<file path="src/shared/power_pulse_pkg.sv">
package power_pulse_pkg;
	// sample and arithmetic widths
	localparam int SAMPLE_W = 16;
	localparam int PROD_W = 36;
	localparam int ACC_W = 40;
	// master clock and sample rate
	localparam longint CLOCK_HZ = 40000000;
	localparam longint SAMPLE_HZ = 900000;
	localparam int SAMPLE_DIV = int'(CLOCK_HZ / SAMPLE_HZ);
	localparam logic [7:0] SAMPLE_DIV_M1 = 8'(SAMPLE_DIV - 1);
	// input bandwidth at the reference master clock, scales with the clock
	localparam longint BW_REF_HZ = 14000;
	localparam longint MCLK_REF_HZ = 3579500;
	localparam longint BW_HZ = BW_REF_HZ * CLOCK_HZ / MCLK_REF_HZ;
	// gain codes
	localparam logic [1:0] GAIN_X1 = 2'h0;
	localparam logic [1:0] GAIN_X2 = 2'h1;
	localparam logic [1:0] GAIN_X8 = 2'h2;
	localparam logic [1:0] GAIN_X16 = 2'h3;
	// filter shifts: hpf corner near 140 Hz at 900 kHz, lpf shift sets 8.7 Hz corner at 900 kHz
	localparam int HPF_SHIFT = 10;
	localparam int LPF_SHIFT = 14;
	localparam int PHASE_SHIFT = 4;
	// pulse thresholds: slow = 2048 * calibration at rate code 0, halved for each rate code step
	localparam int CAL_THRESH_LOG2 = 26;
	localparam int SLOW_RATIO_LOG2 = 11;
	localparam int PULSE_LEN = 8;
	// supply monitor
	localparam logic [11:0] SUPPLY_TRIP_4V = 12'hCCC;
	localparam logic [11:0] SUPPLY_HYST = 12'h040;
	localparam int SUPPLY_FILT = 64;
endpackage : power_pulse_pkg

</file>
<file path="src/logic/power_pulse_path.sv">
`timescale 1ns/1ps
// Functional notes
// RQ1 - current channel is scaled by 1, 2, 8 or 16 according to the two gain select inputs.
// RQ2 - with high-pass enable high the current channel loses its dc offset before the multiplier.
// RQ3 - phase compensation of the current channel is active only while the high-pass filter is on, matched to 1 kHz.
// RQ4 - the path is held in reset while the analog supply is below 4 V, with hysteresis and filtering.
// RQ5 - the product is low-pass filtered with a first-order response cornered at 8.9 Hz; the shift of 14 gives about 8.7 Hz at 900 kHz.
// RQ6 - the filtered power is integrated over time to form the pulse frequency.
// RQ7 - the calibration output runs up to 2048 times the slow outputs from a shorter accumulation.
// RQ8 - the two slow outputs come from a much longer accumulation and are nearly ripple free.
// RQ9 - the external counter should average the calibration pulse frequency over time.
// RQ10 - input bandwidth is 14 kHz at 3.5795 MHz master clock and scales with the clock.
// RQ11 - each slow output pulse is active low.
// RQ12 - the rate select inputs choose one of four base frequencies, binary fractions of the clock.
// RQ13 - both channels arrive as 900 kHz converter samples and all processing is digital.
// RQ14 - each pulse generator accumulates every sample and pulses on threshold crossing, keeping the remainder.
module power_pulse_path
(
	// clock and reset
	input wire logic i_clock,
	input wire logic i_reset,
	// converter samples
	input wire logic signed [power_pulse_pkg::SAMPLE_W-1:0] i_current_sample,
	input wire logic signed [power_pulse_pkg::SAMPLE_W-1:0] i_voltage_sample,
	// supply level, full scale 12 bits
	input wire logic [11:0] i_analog_supply,
	// configuration pins
	input wire logic i_gain_select_low,
	input wire logic i_gain_select_high,
	input wire logic i_highpass_enable_pin,
	input wire logic i_rate_select_low,
	input wire logic i_rate_select_high,
	// pulse outputs and supply ok flag
	output logic o_slow_pulse_out_a_n,
	output logic o_slow_pulse_out_b_n,
	output logic o_calibration_pulse_out,
	output logic o_supply_ok
);
	import power_pulse_pkg::*;

	logic [7:0] div_ff;
	logic strobe_ff;
	logic [6:0] filt_ff;
	logic ok_ff;
	// wide enough to hold the dc estimate scaled up by the leak
	logic signed [SAMPLE_W+4+HPF_SHIFT:0] hpf_acc_ff;
	logic signed [SAMPLE_W+4:0] cur_ff;
	logic signed [SAMPLE_W+4:0] phase_ff;
	logic signed [PROD_W-1:0] lpf_ff;
	logic signed [ACC_W-1:0] cal_acc_ff;
	logic signed [ACC_W-1:0] slow_acc_ff;
	logic [3:0] cal_len_ff;
	logic [3:0] slow_len_ff;
	logic slow_sel_ff;
	logic cal_ff;
	logic slow_a_ff;
	logic slow_b_ff;

	wire run = ok_ff && !i_reset;
	// supply monitor with hysteresis: trip low, release higher
	wire supply_low = i_analog_supply < SUPPLY_TRIP_4V; // RQ4
	wire supply_high = i_analog_supply >= (SUPPLY_TRIP_4V + SUPPLY_HYST); // RQ4
	wire [1:0] gain_code = {i_gain_select_high, i_gain_select_low};
	wire [1:0] rate_code = {i_rate_select_high, i_rate_select_low};
	wire signed [SAMPLE_W+4:0] cur_ext = {{5{i_current_sample[SAMPLE_W-1]}}, i_current_sample};
	wire signed [SAMPLE_W+4:0] cur_gain =
		(gain_code == GAIN_X1) ? cur_ext :
		(gain_code == GAIN_X2) ? (cur_ext <<< 1) :
		(gain_code == GAIN_X8) ? (cur_ext <<< 3) : (cur_ext <<< 4); // RQ1
	// hpf: subtract a leaky dc estimate
	wire signed [SAMPLE_W+4:0] dc_est = hpf_acc_ff[SAMPLE_W+4+HPF_SHIFT:HPF_SHIFT];
	wire signed [SAMPLE_W+4:0] cur_hp = cur_gain - dc_est; // RQ2
	// phase trim: small lag blend cancels hpf lead, only with hpf on
	wire signed [SAMPLE_W+4:0] cur_pc = cur_hp - ((cur_hp - phase_ff) >>> PHASE_SHIFT); // RQ3
	wire signed [SAMPLE_W+4:0] cur_sel = i_highpass_enable_pin ? cur_pc : cur_gain; // RQ2 RQ3
	wire signed [PROD_W-1:0] product = PROD_W'(cur_ff * $signed(i_voltage_sample)); // RQ13
	wire signed [PROD_W-1:0] lpf_next = lpf_ff + ((product - lpf_ff) >>> LPF_SHIFT); // RQ5
	wire signed [ACC_W-1:0] power = ACC_W'(lpf_ff);
	// thresholds: lower base rate gives longer slow accumulation
	wire signed [ACC_W-1:0] cal_thresh = ACC_W'(1) <<< CAL_THRESH_LOG2;
	wire signed [ACC_W-1:0] slow_thresh = cal_thresh <<< (SLOW_RATIO_LOG2 - 32'(rate_code)); // RQ12 RQ8
	wire signed [ACC_W-1:0] cal_sum = cal_acc_ff + power; // RQ6
	wire signed [ACC_W-1:0] slow_sum = slow_acc_ff + power; // RQ6
	wire cal_hit = cal_sum >= cal_thresh; // RQ14 RQ7
	wire slow_hit = slow_sum >= slow_thresh; // RQ14 RQ8
	// floor at zero: reverse power would otherwise wrap the sum into false pulses
	wire signed [ACC_W-1:0] cal_next =
		cal_hit ? cal_sum - cal_thresh : (cal_sum[ACC_W-1] ? {ACC_W{1'b0}} : cal_sum); // RQ14
	wire signed [ACC_W-1:0] slow_next =
		slow_hit ? slow_sum - slow_thresh : (slow_sum[ACC_W-1] ? {ACC_W{1'b0}} : slow_sum); // RQ14

	always_ff @(posedge i_clock)
	begin
		if (i_reset || div_ff == SAMPLE_DIV_M1)
			div_ff <= 8'h00;
		else
			div_ff <= div_ff + 8'h01;
		// sample rate follows the clock, so the input bandwidth scales with it
		strobe_ff <= !i_reset && div_ff == SAMPLE_DIV_M1; // RQ13 RQ10
	end

	always_ff @(posedge i_clock)
	begin
		if (i_reset)
		begin
			filt_ff <= 7'h00;
			ok_ff <= 1'b0;
		end
		else if (ok_ff ? supply_low : supply_high)
		begin
			filt_ff <= filt_ff + 7'h01;
			if (filt_ff == 7'(SUPPLY_FILT - 1))
			begin
				ok_ff <= !ok_ff; // RQ4
				filt_ff <= 7'h00;
			end
		end
		else
			filt_ff <= 7'h00;
	end

	always_ff @(posedge i_clock)
	begin
		if (!run)
		begin
			hpf_acc_ff <= '0;
			cur_ff <= '0;
			phase_ff <= '0;
			lpf_ff <= '0;
		end
		else if (strobe_ff)
		begin
			hpf_acc_ff <= hpf_acc_ff + cur_hp; // RQ2
			phase_ff <= cur_hp;
			cur_ff <= cur_sel;
			lpf_ff <= lpf_next; // RQ5
		end
	end

	always_ff @(posedge i_clock)
	begin
		if (!run)
		begin
			cal_acc_ff <= '0;
			slow_acc_ff <= '0;
			cal_len_ff <= 4'h0;
			slow_len_ff <= 4'h0;
			slow_sel_ff <= 1'b0;
		end
		else
		begin
			// one pulse per sample at most; heavier power stays in the remainder
			if (strobe_ff)
				cal_acc_ff <= cal_next; // RQ14
			if (strobe_ff)
				slow_acc_ff <= slow_next; // RQ14
			if (strobe_ff && cal_hit)
				cal_len_ff <= 4'(PULSE_LEN);
			else if (cal_len_ff != 4'h0)
				cal_len_ff <= cal_len_ff - 4'h1;
			if (strobe_ff && slow_hit)
			begin
				slow_len_ff <= 4'(PULSE_LEN);
				slow_sel_ff <= !slow_sel_ff;
			end
			else if (slow_len_ff != 4'h0)
				slow_len_ff <= slow_len_ff - 4'h1;
		end
	end

	// outputs from flops; slow pulses alternate a/b for stepper drive
	always_ff @(posedge i_clock)
	begin
		cal_ff <= run && cal_len_ff != 4'h0;
		slow_a_ff <= !(run && slow_len_ff != 4'h0 && slow_sel_ff); // RQ11
		slow_b_ff <= !(run && slow_len_ff != 4'h0 && !slow_sel_ff); // RQ11
	end

	assign o_calibration_pulse_out = cal_ff;
	assign o_slow_pulse_out_a_n = slow_a_ff;
	assign o_slow_pulse_out_b_n = slow_b_ff;
	assign o_supply_ok = ok_ff;

	AST_SLOW_IDLE_HIGH: assert property (@(posedge i_clock) disable iff (i_reset) // RQ4
		!ok_ff |=> o_slow_pulse_out_a_n && o_slow_pulse_out_b_n) else $error("slow out active in reset");
	AST_NO_CAL_LOW_SUPPLY: assert property (@(posedge i_clock) disable iff (i_reset) // RQ4
		!ok_ff |=> !o_calibration_pulse_out) else $error("cal pulse while supply low");
	// a supply drop right after the hit cancels the pulse, so the run must last one more edge
	AST_CAL_PULSE: assert property (@(posedge i_clock) disable iff (i_reset) // RQ7
		run && strobe_ff && cal_hit ##1 run
		|=> o_calibration_pulse_out) else $error("cal pulse missing");
	AST_SLOW_PULSE: assert property (@(posedge i_clock) disable iff (i_reset) // RQ11
		run && strobe_ff && slow_hit ##1 run
		|=> (!o_slow_pulse_out_a_n || !o_slow_pulse_out_b_n))
		else $error("slow pulse missing");
	AST_CAL_WIDTH: assert property (@(posedge i_clock) disable iff (i_reset || !ok_ff) // RQ7
		$rose(o_calibration_pulse_out) |-> o_calibration_pulse_out [*8] ##1 !o_calibration_pulse_out)
		else $error("cal pulse width wrong");
	AST_SLOW_WIDTH: assert property (@(posedge i_clock) disable iff (i_reset || !ok_ff) // RQ11
		$fell(o_slow_pulse_out_a_n) |-> !o_slow_pulse_out_a_n [*8] ##1 o_slow_pulse_out_a_n)
		else $error("slow pulse width wrong");
	AST_SLOW_EXCL: assert property (@(posedge i_clock) disable iff (i_reset) // RQ8
		o_slow_pulse_out_a_n || o_slow_pulse_out_b_n) else $error("both slow outputs low");
	AST_REMAINDER: assert property (@(posedge i_clock) disable iff (i_reset) // RQ14
		run && strobe_ff && cal_hit |=> cal_acc_ff == $past(cal_sum) - $past(cal_thresh))
		else $error("remainder lost");
	AST_ACC_FLOOR: assert property (@(posedge i_clock) disable iff (i_reset) // RQ14
		run && strobe_ff |=> !cal_acc_ff[ACC_W-1] && !slow_acc_ff[ACC_W-1]) else $error("accumulator negative");
	AST_STROBE_RATE: assert property (@(posedge i_clock) disable iff (i_reset) // RQ13 RQ10
		strobe_ff |=> !strobe_ff ##43 strobe_ff) else $error("sample strobe period wrong");
	AST_HPF_BYPASS: assert property (@(posedge i_clock) disable iff (i_reset) // RQ2
		run && strobe_ff && !i_highpass_enable_pin |=> cur_ff == $past(cur_gain)) else $error("hpf not bypassed");
	AST_GAIN1: assert property (@(posedge i_clock) // RQ1
		gain_code == GAIN_X1 |-> cur_gain == i_current_sample) else $error("gain 1 wrong");
	AST_GAIN2: assert property (@(posedge i_clock) // RQ1
		gain_code == GAIN_X2 |-> cur_gain == i_current_sample * 2) else $error("gain 2 wrong");
	AST_GAIN8: assert property (@(posedge i_clock) // RQ1
		gain_code == GAIN_X8 |-> cur_gain == i_current_sample * 8) else $error("gain 8 wrong");
	AST_GAIN16: assert property (@(posedge i_clock) // RQ1
		gain_code == GAIN_X16 |-> cur_gain == i_current_sample * 16) else $error("gain 16 wrong");
	COV_CAL: cover property (@(posedge i_clock) o_calibration_pulse_out);
	COV_SLOW_A: cover property (@(posedge i_clock) !o_slow_pulse_out_a_n);
	COV_SLOW_B: cover property (@(posedge i_clock) !o_slow_pulse_out_b_n);
	COV_HPF_SAMPLE: cover property (@(posedge i_clock) run && strobe_ff && i_highpass_enable_pin);
	COV_SUPPLY_UP: cover property (@(posedge i_clock) $rose(ok_ff));
endmodule : power_pulse_path

</file>
<file path="config.mk">
export PLATFORM = sky130hd
export DESIGN_NAME = power_pulse_path
export DESIGN_NICKNAME = d
export VERILOG_FILES = /design/src/shared/power_pulse_pkg.sv /design/src/logic/power_pulse_path.sv
export SDC_FILE = /design/constraint.sdc
export NUM_CORES = 2
export LEC_CHECK = 0
export BUFFER_PORTS_ARGS = -buffer_cell sky130_fd_sc_hd__buf_4
export CAP_MARGIN = 20
export CORE_AREA = 2 2 298 300
export DETAILED_ROUTE_END_ITERATION = 10
export DIE_AREA = 0 0 300 302
export PLACE_DENSITY = 0.52
export SLEW_MARGIN = 10
export SYNTH_ARGS = -nofsm -noshare
export SYNTH_HDL_FRONTEND = slang
export SYNTH_SLANG_ARGS = --single-unit
export TNS_END_PERCENT = 30
</file>
<file path="constraint.sdc">
create_clock -name i_clock -period 10.1 [get_ports i_clock]
set_input_delay 1.515 -clock i_clock [delete_from_list [all_inputs] [get_ports i_clock]]
set_output_delay 1.515 -clock i_clock [all_outputs]
set_load 0.01 [all_outputs]
</file>
==> results.toml <==
[status]
outcome = "completed"

[floorplanning]
die_y_um = 302
rows = 109
dieArea_mm2 = 0.0906
initial_core_util = 0.346
die_w_um = 300
ioPinCount = 55
core_area_mm2 = 0.0876

[logic_synthesis]
synthArstFlopShare = 0
synth_cells = 3536
synth-edff-count = 0
ys_seq_area_frac = 0.144
synth_fp_nets = 4260
yosysUniqueCellTypes = 91
yosysWarnings = 0
syn-cell-area_mm2 = 0.0303
avgSynthCellArea_um2 = 8.57
synth-seq-cells = 218
ys.flop_type = "dfxtp_1"

[setup_path]
start_kind = "input port"
crit_path_max_incr_delay_ns = 0.57
ff2ff_path_depth = 36
worstSetupPathType = "input port to flip-flop"
cp_slowest_cell = "fa_1"
cp-end-kind = "flip-flop"
crit_family = "adder cells"
cp.arrival_ns = 9.94
worstReg2RegStart = "cur_ff[8]"
crit_fanout = 10
critical_path.reg2reg.endpoint = "lpf_ff[35]"
critPathRequiredTime_ns = 10.54
critPathBufInv = 7
r2r_setup_slack_ns = 0.86

[timing]
drv_slew = 0
whs_ns = 0.415
tightest_slew_ns = 0.984
period_minus_slack_ns = 9.50
hold_violations = 0
rsz0062_at_grt = "yes"
slew-limit-headroom = 0.344
worst_slack_ns = 0.595
finalSetupViolCount = 0
skew_ns = 0.0213
max_freq_mhz = 105
post-route-period-util = 0.941

[finish]
syn_to_final_growth_pct = 11.8
layout_commonest_cell = "inv_1"
drive_gt1_frac = 0.0859
mostFrequentLayoutCells = "inv_1, fa_1, nand2_1, ha_1, nor2_1"
num-fill-cells = 9026
multi_input_area_mm2 = 0.0238
final_cells = 4846
fin_area_mm2 = 0.0339
final_nets = 4380
area.sequential_mm2 = 0.00437
utilization = 0.387

[route]
post-route-drc-count = 0
via_per_inst = 4.99
ant_nets = 0
dr.pass1.iters = 5
route.vias.total = 24200
drt_iter0_drc = 1088
drt-wirelength-per-cell_um = 16.6
wirelength_um = 80600

[cts]
cts_tree = "yes"
clockRootBuffer = "clkbuf_16"
cts_buffers = 29
postCtsSetupRepairBufs = 0
ctsHtreeMaxLevel = 1
cts_resized = 0
clockBufferDepth = 3
cts.sinks = 218
worstSkewPairLatency_ns = 0.58
cts_hold_buf = 0
path_clk_slew_ns = 0.06

[worst_hold_path]
min_to = "o_slow_pulse_out_a_n"
hold_path.class = "flip-flop to flip-flop"
holdPathStages = 1
worstHoldStart = "slow_sel_ff"

[placement]
placed_area_mm2 = 0.0328
dp_slack_ns = -0.456
dp_hpwl_um = 65300
port-buffer-count = 52
dp_cells = 4790
gp_congestion = 0.827

[power_and_ir_drop]
cellPowerDensity_mw_per_mm2 = 93.9
p_leak_uw = 0.0158
ir_drop_mv = 0.127

[global_routing]
grt_pass1_wl_um = 133000
grt.overflow.total = 0
antenna_found_initial = 0
grt_util_all_layers = 0.182
grt_max_degree = 65
grt_pass1_vias = 24600

[job]
drv_cap = 0
flip-flops by register name, indices dropped and copies added (netlist names), 4 cells and up:
signal / flops
filt_ff: 7
phase_ff: 21
div_ff: 8
slow_len_ff: 4
slow_acc_ff: 40
hpf_acc_ff: 31
cur_ff: 21
cal_len_ff: 4
cal_acc_ff: 40
lpf_ff: 36
Yosys cell counts, types with 20 or more instances:
library cell / number / share of area
a211oi_1: 36 / 0.0089
a21o_1: 65 / 0.016
a21oi_1: 192 / 0.032
a22o_1: 36 / 0.010
a31oi_1: 20 / 0.0041
and2_1: 170 / 0.035
and3_1: 29 / 0.0060
clkbuf_1: 91 / 0.011
dfxtp_1: 218 / 0.14
fa_1: 362 / 0.24
ha_1: 311 / 0.13
inv_1: 452 / 0.056
mux2i_1: 76 / 0.025
nand2_1: 338 / 0.042
nand2b_1: 39 / 0.0081
nand3_1: 56 / 0.0092
nor2_1: 255 / 0.032
nor2b_1: 34 / 0.0070
nor3_1: 53 / 0.0088
o21a_1: 33 / 0.0082
o21ai_0: 146 / 0.024
o21ai_1: 24 / 0.0040
o21bai_1: 43 / 0.011
or3_1: 25 / 0.0052
xnor2_1: 137 / 0.040
xor2_1: 70 / 0.020
how the worst max path moves through the flow:
stage / depth (start not counted) / startpoint / slack [ns] / to
2_1_floorplan: 33 / i_voltage_sample[2] / 0.12 / lpf_ff[35]
3_3_place_gp: 35 / i_voltage_sample[3] / -0.45 / lpf_ff[35]
3_5_place_dp: 35 / i_voltage_sample[3] / -0.46 / lpf_ff[35]
4_1_cts: 35 / i_voltage_sample[3] / 0.09 / lpf_ff[35]
5_1_grt: 39 / i_voltage_sample[5] / -0.006 / lpf_ff[35]
6_report: 35 / i_voltage_sample[3] / 0.60 / lpf_ff[35]
kinds of logic after synthesis:
group	Yosys count	share of synthesized area
adders and majority gates	673	0.368
AOI/OAI and AO/OA	721	0.157
and+or+nand+nor	1062	0.169
xor gates and xnor gates	209	0.0611
buffers and inverters	570	0.0721
DFF	218	0.144
muxes	83	0.0288
power breakdown:
part / switching [µW] / internal [µW] / total (µW)
Clock: 438 / 652 / 1090
Combinational: 685 / 545 / 1230
Sequential: 1.13 / 861 / 862
Total: 1120 / 2060 / 3180
stage by stage:
| step | power (µW) | TNS (ns) |
|---|---|---|
| after global placement | 2100 | -1.30 |
| final | 3180 | 0 |
| after floorplan | 1750 | 0 |
| after global routing | 3400 | -0.00599 |
| after detailed placement | 2100 | -1.29 |
| after CTS | 3220 | 0 |
layer usage:
metal	track usage	wire length [µm]
met5	0	0
met2	0.303	37000
met4	0.0302	1150
met3	0.0144	1910
met1	0.262	40600
cell type report:
cell class | count | share of cell area
multi-input combinational | 2748 | 0.703
antenna | 2 | 0.000148
clock inverter | 18 | 0.00632
clock buffer | 36 | 0.0231
timing repair buffer | 203 | 0.0450
inverter | 456 | 0.0505
sequential | 218 | 0.129
tap | 1165 | 0.0430
No activity file was read; power rests on OpenSTA's default activity.
